$ cat src/verilog/tcc_map.vh
// Register indices, field positions and timing constants of the capture/compare block
`ifndef TCC_MAP_VH
`define TCC_MAP_VH

// Register indices; byte address is four times the index
`define TCC_IDX_CAP1_HI 8'h20
`define TCC_IDX_CAP1_LO 8'h21
`define TCC_IDX_CMP_HI 8'h22
`define TCC_IDX_CMP_LO 8'h23
`define TCC_IDX_CAP2_HI 8'h24
`define TCC_IDX_CAP2_LO 8'h25
`define TCC_IDX_CTRL 8'h2C
`define TCC_IDX_STAT 8'h2E

// Control register fields
`define TCC_C_IRQ1 7
`define TCC_C_IRQ2 6
`define TCC_C_CIRQ 5
`define TCC_C_OUTEN 3
`define TCC_C_EDGE1 2
`define TCC_C_EDGE2 1
`define TCC_C_LEVEL 0
`define TCC_CTRL_RST 8'h00

// Status register fields
`define TCC_S_FLAG1 7
`define TCC_S_FLAG2 6
`define TCC_S_CFLAG 5
`define TCC_S_PIN1 3
`define TCC_S_PIN2 2

// Bus answers
`define TCC_RESP_OK 2'h0
`define TCC_RESP_ERR 2'h2

// Counter step: one count every four bus clocks
`define TCC_STEP_CYCLES 3'h4
`define TCC_PHASE_LAST 2'h3
`define TCC_CMP_PHASE 2'h0
`define TCC_ONE 16'h0001

`endif

$ cat src/verilog/tcc_timer_capture_compare.v
// Two input capture channels and one output compare channel with AXI4-Lite access
//
// Decided for this implementation: the AXI4-Lite slave port.
`timescale 1ns/1ns
`default_nettype none
`include "tcc_map.vh"

// How it works
// - Edge on input one latches counter
// - Capture one sets flag, may request interrupt
// - Capture one read as high, low byte
// - Captured value is prior counter plus one
// - Counter advances once every four clocks
// - Capture reloads whether flag set or not
// - High byte read blocks transfer until low
// - Low byte read never blocks transfer
// - Reset leaves capture contents unchanged
// - Input two latches, flags, may interrupt
// - Capture two bytes with same interlock
// - Compare register matched to counter, sets flag
// - Match drives level pin when enabled
// - Match requests interrupt when enabled
// - High compare write suspends matching
// - Low compare write alone never suspends
// - Compare bytes written independently
// - Level latched on every match while output enabled
// - Compare register untouched by reset, hardware
// - Edge bit one rising, zero falling
// - Flag clears on status then low read
// - Level bit one drives high, zero low
module tcc_timer_capture_compare #(
   parameter AW = 12, // Address width
   parameter CW = 16 // Counter width
) (
   input wire clk,
   input wire nrst,
   input wire [CW-1:0] timerCount,
   input wire captureInOne,
   input wire captureInTwo,
   output reg countStep,
   output reg compareOutPin,
   output reg timerIrq,
   output reg captureEventOne,
   output reg captureEventTwo,
   output reg compareEvent,
   input wire [AW-1:0] s_axi_awaddr,
   input wire s_axi_awvalid,
   output reg s_axi_awready,
   input wire [31:0] s_axi_wdata,
   input wire [3:0] s_axi_wstrb,
   input wire s_axi_wvalid,
   output reg s_axi_wready,
   output reg [1:0] s_axi_bresp,
   output reg s_axi_bvalid,
   input wire s_axi_bready,
   input wire [AW-1:0] s_axi_araddr,
   input wire s_axi_arvalid,
   output reg s_axi_arready,
   output reg [31:0] s_axi_rdata,
   output reg [1:0] s_axi_rresp,
   output reg s_axi_rvalid,
   input wire s_axi_rready
);

   // ==========================================================
   // Helpers
   // ==========================================================
   // Register index from a byte address
   function [7:0] regIndex;
      input [AW-1:0] addr;
      begin
         regIndex = addr[9:2];
      end
   endfunction

   // Upper or lower byte of a 16-bit value
   function [7:0] pickByte;
      input [CW-1:0] value;
      input upper;
      begin
         pickByte = upper ? value[CW-1:8] : value[7:0];
      end
   endfunction

   // Register index holds a mapped register
   function isMapped;
      input [7:0] idx;
      begin
         isMapped = (idx >= `TCC_IDX_CAP1_HI && idx <= `TCC_IDX_CAP2_LO)
            || idx == `TCC_IDX_CTRL || idx == `TCC_IDX_STAT;
      end
   endfunction

   // ==========================================================
   // Reset release
   // ==========================================================
   reg rstMeta; // First release stage
   reg rstN; // Released reset used everywhere

   // Assert at once, release after two edges
   always @(posedge clk or negedge nrst) begin
      if (!nrst) begin
         rstMeta <= 1'b0;
         rstN <= 1'b0;
      end else begin
         rstMeta <= 1'b1;
         rstN <= rstMeta;
      end
   end

   // ==========================================================
   // Declarations
   // ==========================================================
   reg [AW-1:0] wrAddr; // Held write address
   reg [7:0] wrByte; // Held write data, low lane
   reg wrLane; // Low byte lane enabled
   reg [7:0] timerControl; // Control bits
   reg captureFlagOne, captureFlagTwo, compareFlag; // Status flags
   reg armOne, armTwo, armCmp; // Status read seen, per flag
   reg lockOne, lockTwo; // Capture transfer blocked
   reg cmpHold; // Compare suspended
   reg [1:0] phase; // Position within a counter step
   reg [2:0] syncOne, syncTwo; // Two sync stages, then history
   reg [CW-1:0] countD1, countD2; // Counter delayed to match sync
   reg [CW-1:0] captureRegOne, captureRegTwo; // Capture values
   reg [CW-1:0] compareRegOne; // Compare value
   reg [7:0] readByte; // Byte selected for a read
   reg readOk; // Read index is mapped
   wire doWrite; // Address and data both held
   wire doRead; // Read address taken this edge
   wire [7:0] wIdx, rIdx; // Write and read register index
   wire riseOne, fallOne, riseTwo, fallTwo; // Synchronised pin edges
   wire hitOne, hitTwo; // Valid transition per channel
   wire rdHiOne, rdLoOne, rdHiTwo, rdLoTwo; // Capture byte reads
   wire rdStat; // Read of status
   wire wrCmpHi, wrCmpLo; // Compare byte writes
   wire cmpLoAccess; // Any access to compare lower byte
   wire match; // Compare match this clock
   wire [7:0] statusByte; // Status as read

   assign doWrite = !s_axi_awready && !s_axi_wready
      && !s_axi_bvalid;
   assign doRead = s_axi_arvalid && s_axi_arready;
   assign wIdx = regIndex(wrAddr);
   assign rIdx = regIndex(s_axi_araddr);

   // ==========================================================
   // Register decode and side effects
   // ==========================================================
   assign rdHiOne = doRead && (rIdx == `TCC_IDX_CAP1_HI);
   assign rdLoOne = doRead && (rIdx == `TCC_IDX_CAP1_LO);
   assign rdHiTwo = doRead && (rIdx == `TCC_IDX_CAP2_HI);
   assign rdLoTwo = doRead && (rIdx == `TCC_IDX_CAP2_LO);
   assign rdStat = doRead && (rIdx == `TCC_IDX_STAT);
   assign wrCmpHi = doWrite && wrLane
      && (wIdx == `TCC_IDX_CMP_HI);
   assign wrCmpLo = doWrite && wrLane
      && (wIdx == `TCC_IDX_CMP_LO);
   assign cmpLoAccess = wrCmpLo
      || (doRead && (rIdx == `TCC_IDX_CMP_LO));

   assign statusByte = {captureFlagOne, captureFlagTwo,
      compareFlag, 1'b0, syncOne[1], syncTwo[1], 2'b00};

   // ==========================================================
   // Write channel
   // ==========================================================
   // Address and data taken in either order, answered together
   always @(posedge clk or negedge rstN) begin
      if (!rstN) begin
         s_axi_awready <= 1'b1;
         s_axi_wready <= 1'b1;
         s_axi_bvalid <= 1'b0;
         s_axi_bresp <= `TCC_RESP_OK;
         wrAddr <= {AW{1'b0}};
         wrByte <= 8'h00;
         wrLane <= 1'b0;
         timerControl <= `TCC_CTRL_RST;
      end else begin
         // Hold the address once taken
         if (s_axi_awvalid && s_axi_awready) begin
            wrAddr <= s_axi_awaddr;
            s_axi_awready <= 1'b0;
         end
         // Hold the low data byte once taken
         if (s_axi_wvalid && s_axi_wready) begin
            wrByte <= s_axi_wdata[7:0];
            wrLane <= s_axi_wstrb[0];
            s_axi_wready <= 1'b0;
         end
         // Both present: store and answer
         if (doWrite) begin
            s_axi_bvalid <= 1'b1;
            // Read-only words take the write silently
            s_axi_bresp <= isMapped(wIdx) ? `TCC_RESP_OK : `TCC_RESP_ERR;
            if (wrLane && (wIdx == `TCC_IDX_CTRL)) begin
               timerControl <= wrByte;
            end
         end
         // Response taken: open for the next write
         if (s_axi_bvalid && s_axi_bready) begin
            s_axi_bvalid <= 1'b0;
            s_axi_awready <= 1'b1;
            s_axi_wready <= 1'b1;
         end
      end
   end

   // Compare bytes, no reset and no hardware update
   always @(posedge clk) begin
      if (wrCmpHi) begin
         compareRegOne[CW-1:8] <= wrByte;
      end
      if (wrCmpLo) begin
         compareRegOne[7:0] <= wrByte;
      end
   end

   // ==========================================================
   // Read channel
   // ==========================================================
   // Byte shown for the read index; unmapped reads as zero
   always @* begin
      readOk = isMapped(rIdx);
      case (rIdx)
         `TCC_IDX_CAP1_HI: readByte = pickByte(captureRegOne, 1'b1);
         `TCC_IDX_CAP1_LO: readByte = pickByte(captureRegOne, 1'b0);
         `TCC_IDX_CMP_HI: readByte = pickByte(compareRegOne, 1'b1);
         `TCC_IDX_CMP_LO: readByte = pickByte(compareRegOne, 1'b0);
         `TCC_IDX_CAP2_HI: readByte = pickByte(captureRegTwo, 1'b1);
         `TCC_IDX_CAP2_LO: readByte = pickByte(captureRegTwo, 1'b0);
         `TCC_IDX_CTRL: readByte = timerControl;
         `TCC_IDX_STAT: readByte = statusByte;
         default: readByte = 8'h00;
      endcase
   end

   // One read at a time, answered the clock after it is taken
   always @(posedge clk or negedge rstN) begin
      if (!rstN) begin
         s_axi_arready <= 1'b1;
         s_axi_rvalid <= 1'b0;
         s_axi_rdata <= 32'h00000000;
         s_axi_rresp <= `TCC_RESP_OK;
      end else begin
         if (doRead) begin
            s_axi_arready <= 1'b0;
            s_axi_rvalid <= 1'b1;
            s_axi_rresp <= readOk ? `TCC_RESP_OK : `TCC_RESP_ERR;
            s_axi_rdata <= {24'h000000, readByte};
         end
         // Answer taken: ready for the next read
         if (s_axi_rvalid && s_axi_rready) begin
            s_axi_rvalid <= 1'b0;
            s_axi_arready <= 1'b1;
         end
      end
   end

   // ==========================================================
   // Counter step and input synchronisers
   // ==========================================================
   // Step pulse for the counter once every four clocks
   always @(posedge clk or negedge rstN) begin
      if (!rstN) begin
         phase <= 2'h0;
         countStep <= 1'b0;
      end else begin
         phase <= phase + 2'h1;
         countStep <= (phase == `TCC_PHASE_LAST);
      end
   end

   // Two sync stages, then one stage of history
   always @(posedge clk or negedge rstN) begin
      if (!rstN) begin
         syncOne <= 3'h0;
         syncTwo <= 3'h0;
      end else begin
         syncOne <= {syncOne[1:0], captureInOne};
         syncTwo <= {syncTwo[1:0], captureInTwo};
      end
   end

   // Counter delayed to line up with the sync stages
   always @(posedge clk) begin
      countD1 <= timerCount;
      countD2 <= countD1;
   end

   assign riseOne = syncOne[1] && !syncOne[2];
   assign fallOne = !syncOne[1] && syncOne[2];
   assign riseTwo = syncTwo[1] && !syncTwo[2];
   assign fallTwo = !syncTwo[1] && syncTwo[2];
   assign hitOne = timerControl[`TCC_C_EDGE1]
      ? riseOne : fallOne;
   assign hitTwo = timerControl[`TCC_C_EDGE2]
      ? riseTwo : fallTwo;

   // ==========================================================
   // Capture registers
   // ==========================================================
   // No reset: contents survive it; low read never blocks
   always @(posedge clk) begin
      if (hitOne && (!lockOne || rdLoOne)) begin
         captureRegOne <= countD2 + `TCC_ONE;
      end
      if (hitTwo && (!lockTwo || rdLoTwo)) begin
         captureRegTwo <= countD2 + `TCC_ONE;
      end
   end

   // Upper-byte read locks, lower-byte read unlocks
   always @(posedge clk or negedge rstN) begin
      if (!rstN) begin
         lockOne <= 1'b0;
         lockTwo <= 1'b0;
      end else begin
         lockOne <= rdHiOne || (lockOne && !rdLoOne);
         lockTwo <= rdHiTwo || (lockTwo && !rdLoTwo);
      end
   end

   // ==========================================================
   // Compare
   // ==========================================================
   assign match = !cmpHold && (phase == `TCC_CMP_PHASE)
      && (compareRegOne == timerCount);

   // Upper write suspends, lower write resumes
   always @(posedge clk or negedge rstN) begin
      if (!rstN) begin
         cmpHold <= 1'b0;
      end else if (wrCmpHi) begin
         cmpHold <= 1'b1;
      end else if (wrCmpLo) begin
         cmpHold <= 1'b0;
      end
   end

   // Level bit latched to the pin on each enabled match
   always @(posedge clk or negedge rstN) begin
      if (!rstN) begin
         compareOutPin <= 1'b0;
      end else if (match && timerControl[`TCC_C_OUTEN]) begin
         compareOutPin <= timerControl[`TCC_C_LEVEL];
      end
   end

   // ==========================================================
   // Flags, events and interrupt request
   // ==========================================================
   // Status read arms; lower access clears; set wins
   always @(posedge clk or negedge rstN) begin
      if (!rstN) begin
         captureFlagOne <= 1'b0;
         captureFlagTwo <= 1'b0;
         compareFlag <= 1'b0;
         armOne <= 1'b0;
         armTwo <= 1'b0;
         armCmp <= 1'b0;
      end else begin
         captureFlagOne <= hitOne
            || (captureFlagOne && !(armOne && rdLoOne));
         captureFlagTwo <= hitTwo
            || (captureFlagTwo && !(armTwo && rdLoTwo));
         compareFlag <= match
            || (compareFlag && !(armCmp && cmpLoAccess));
         armOne <= rdStat || (armOne && !rdLoOne);
         armTwo <= rdStat || (armTwo && !rdLoTwo);
         armCmp <= rdStat || (armCmp && !cmpLoAccess);
      end
   end

   // Registered event pulses and combined request
   always @(posedge clk or negedge rstN) begin
      if (!rstN) begin
         captureEventOne <= 1'b0;
         captureEventTwo <= 1'b0;
         compareEvent <= 1'b0;
         timerIrq <= 1'b0;
      end else begin
         captureEventOne <= hitOne;
         captureEventTwo <= hitTwo;
         compareEvent <= match;
         timerIrq <=
            (captureFlagOne && timerControl[`TCC_C_IRQ1])
            || (captureFlagTwo && timerControl[`TCC_C_IRQ2])
            || (compareFlag && timerControl[`TCC_C_CIRQ]);
      end
   end

endmodule // tcc_timer_capture_compare

`default_nettype wire

$ cat config.mk
export PLATFORM = sky130hd
export DESIGN_NAME = tcc_timer_capture_compare
export DESIGN_NICKNAME = d
export VERILOG_FILES = /design/src/verilog/tcc_timer_capture_compare.v
export VERILOG_INCLUDE_DIRS = /design/src /design/src/verilog
export SDC_FILE = /design/constraint.sdc
export NUM_CORES = 1
export LEC_CHECK = 0
export ABC_AREA = 1
export BUFFER_PORTS_ARGS = -buffer_cell sky130_fd_sc_hd__clkbuf_2
export CORE_UTILIZATION = 45
export CTS_CLUSTER_SIZE = 10
export DETAILED_ROUTE_END_ITERATION = 16
export GPL_TIMING_DRIVEN = 1
export PLACE_DENSITY_LB_ADDON = 0.1
export SLEW_MARGIN = 25
export SYNTH_ARGS = -nofsm -noshare
export SYNTH_HDL_FRONTEND = slang
export SYNTH_SLANG_ARGS = --single-unit
$ cat constraint.sdc
create_clock -name clk -period 3.5 [get_ports clk]
set_clock_uncertainty 0.15 [all_clocks]
set_input_delay 0.7 -clock clk [delete_from_list [all_inputs] [get_ports clk]]
set_output_delay 0.7 -clock clk [all_outputs]
set_load 0.02 [all_outputs]
==> impl_metrics.yaml <==
logic_synthesis:
  synth_top_area_share: 0.246
  yosysUniqueCellTypes: 35
  async_flop_share: 0.448
  syn_avg_cell_area_um2: 9.22
  synth_seq_cells: 145
  yosys.area.top_type: "dfrtp_1"
  synthCells: 684
  synth-seq-area-share: 0.589
  synthTopCellsByCount: "nand2_1 (191), inv_1 (77), nand3_1 (69)"
  synth-edff-count: 48
  ys.flop_type: "dfrtp_1"
  yosysWarnings: 0
  synth_top_cells_by_area: "dfrtp_1 (25%), edfxtp_1 (23%), nand2_1 (11%)"
  syn_area_um2: 6310
  yosysMostFrequentCell: "nand2_1"
clock_tree:
  clock-sinks: 145
  clock_tree.root_cell: "clkbuf_16"
  holdBufCountCts: 1
  cts_htree_levels: 4
  cts_buffer_depth: 2
  cts_setup_buffers: 0
  tritoncts: "built"
  cts_buffers: 17
  insertion_delay_ns: 0.42
  cts_resized: 0
  clk_pin_slew_ns: 0.05
cells_and_area:
  layoutNonFillerInstCount: 957
  nFillCells: 1249
  design_area_um2: 7310
  final_layout_size_suffix_gt1_frac: 0.170
  antenna_cells: 0
  fin_nets: 856
  syn2layout_area_growth_pct: 15.9
floorplan:
  ios: 132
  coreArea_um2: 13500
  die_x_um: 120
  start_util: 0.469
  fp-row-count: 42
  die-area_um2: 14500
  dieHeight_um: 120
setup_path:
  cpMaxStageDelayCell: "nor2_1"
  worstPathRequired_ns: 3.40
  arrival_ns: 2.15
  critical_path_class: "register to register"
  start_kind: "register"
  ff2ff_setup_slack_ns: 1.25
  critPathCaptureType: "register"
  crit_chain: "inv_1, nand3_2, nor2_1, nand3_1, or2_2, nor2_1"
  crit_path_max_fanout: 8
  crit_path_frequent_cell: "nor2_1"
  max_stage_delay_ns: 0.58
placement:
  place_inst: 924
  place.gp.congestion: 0.925
  hpwl_um: 9990
  post-place-ws_ns: 0.957
  port_buffers: 70
  dpl_cell_area_um2: 6750
global_route:
  grt_overflow_total: 0
  grt_pass1_wl_um: 21900
  grt_pass1_vias: 4395
  antenna_found_initial: 0
  grt_usage: 0.202
  grt_start_max_net_pins: 42
min_path:
  hold_class: "register to register"
drt:
  drt_pass1_iterations: 6
  drt_iter0_drc: 280
  wl_per_cell_um: 14.1
  vias: 4606
  drt_wl_total_um: 13500
  vias_per_cell: 4.81
  ant_nets: 0
  drc: 0
sta:
  rsz0062_at_grt: "no"
  post-route-min-period_ns: 2.25
  slew_headroom: 0.398
  finalSetupViolCount: 0
  hold_viol: 0
  drv_slew: 0
  period_share: 0.643
  tns_ns: 0
  worst_slack_ns: 1.25
  worstMarginPinSlew_ns: 0.903
  fmax_ghz: 0.444
job:
  drv_cap: 0
power:
  p_per_area_nw_per_um2: 605
  p_leak_nw: 3.62
  peakVddDrop_v: 0.000436
run_status:
  run_status: "finished, final reports clean"
[sequential cells by signal, summed over array words and instances (netlist names), 2 cells and up]
register and cells:
captureRegOne 16, syncTwo 3, compareRegOne 16, wrAddr 8
s_axi_rdata 8, countD1 16, phase 2, syncOne 3
captureRegTwo 16, countD2 16, timerControl 8, wrByte 8
[final cells by class]
cell class / count / area [um2] / area share
Clock buffer: 25 / 485 / 0.0664
Clock inverter: 7 / 58.8 / 0.00805
Sequential cell: 145 / 3710 / 0.508
Tap cell: 176 / 220 / 0.0301
Inverter: 83 / 312 / 0.0426
Multi-Input combinational cell: 445 / 2120 / 0.290
Timing Repair Buffer: 76 / 398 / 0.0544
[per-stage QoR]
| stage | utilization | power [mW] | hold slack [ns] |
|---|---|---|---|
| after CTS | 0.543 | 4.46 | 0.174 |
| final | 0.543 | 4.42 | 0.174 |
| after floorplan | - | 2.59 | 0.160 |
| after detailed placement | 0.502 | 2.79 | 0.162 |
| after global routing | 0.543 | 4.65 | 0.178 |
| after global placement | 0.502 | 2.76 | 0.162 |
[cells in the final DEF, fill, tap and decap left out, types with 2 or more instances in the layout]
master     netlist  final
dfrtp_1         62     61
a32o_1           2      2
nand2_4          2      2
conb_1           2     27
nand3_1         69     69
xor2_1          11     11
o21ai_1          2      2
a21oi_1         15     15
clkinv_1         1      2
clkbuf_1         1      5
dfstp_2          3      3
clkinv_2         0      5
nor3_1           5      5
nor3_4           4      4
clkbuf_2         0     70
ha_1             3      3
nor2_4           2      2
clkbuf_16        0     17
clkbuf_8         0      3
inv_1           77     77
nand4_1          7      7
buf_4           26      5
mux2_2           5      5
or2_2            2      2
edfxtp_1        48     48
nand3_2          3      3
nand2_1        191    191
nor2_1          62     62
nor2_2           4      4
o21ai_0         17     17
dfxtp_1         32     32
inv_2            5      5
xnor2_1          8      8
[critical path, delay by kind of cell, from the launching register on]
kind | cells | cell delay (ns)
flip-flops | 1 | 0.39
AND/OR/NAND/NOR | 5 | 1.24
buffers and inverters | 1 | 0.10
[path summary, 6_finish.rpt]
path                                               start                     endpoint  depth (start not counted)
worst min register to register        countD1[8]$_DFF_P_           countD2[8]$_DFF_P_                          0
worst min-delay path                  countD1[8]$_DFF_P_           countD2[8]$_DFF_P_                          0
worst max-delay path            s_axi_bvalid$_DFFE_PN0P_  compareRegOne[10]$_DFFE_PP_                          6
min in group asynchronous                 rstN$_DFF_PN0_     captureFlagOne$_DFF_PN0_                          0
max in group asynchronous                 rstN$_DFF_PN0_    s_axi_arready$_DFFE_PN1P_                          1
worst max register to register  s_axi_bvalid$_DFFE_PN0P_  compareRegOne[10]$_DFFE_PP_                          6
[per-layer routing]
layer / vias up / routed length, um / GRT usage
met2: 167 / 6410 / 0.322
met3: 20 / 683 / 0.0486
met4: 0 / 248 / 0.0764
met5: - / 0 / 0
met1: 2122 / 6110 / 0.268
li1: 2297 / - / -
[cell families (layout without fill, tap and decap cells)]
group / Yosys count / in the layout / share of synthesized area
AO/OA/AOI/OAI: 38 / 38 / 0.0325
XOR/XNOR: 19 / 19 / 0.0264
adder cells (fa/ha/maj): 3 / 3 / 0.00595
buffers and inverters: 119 / 191 / 0.0901
flip-flops: 145 / 145 / 0.589
multiplexers: 5 / 5 / 0.00893
other: 2 / 27 / 0.00119
AND/OR/NAND/NOR: 353 / 353 / 0.246
[power breakdown]
group | switching [mW] | leakage, nW | internal (mW)
logic | 0.391 | 1.84 | 0.195
registers | 0.149 | 1.51 | 2.01
clock network | 0.645 | 0.272 | 1.02
total | 1.19 | 3.62 | 3.23
Power figures use the tool's default switching activity.
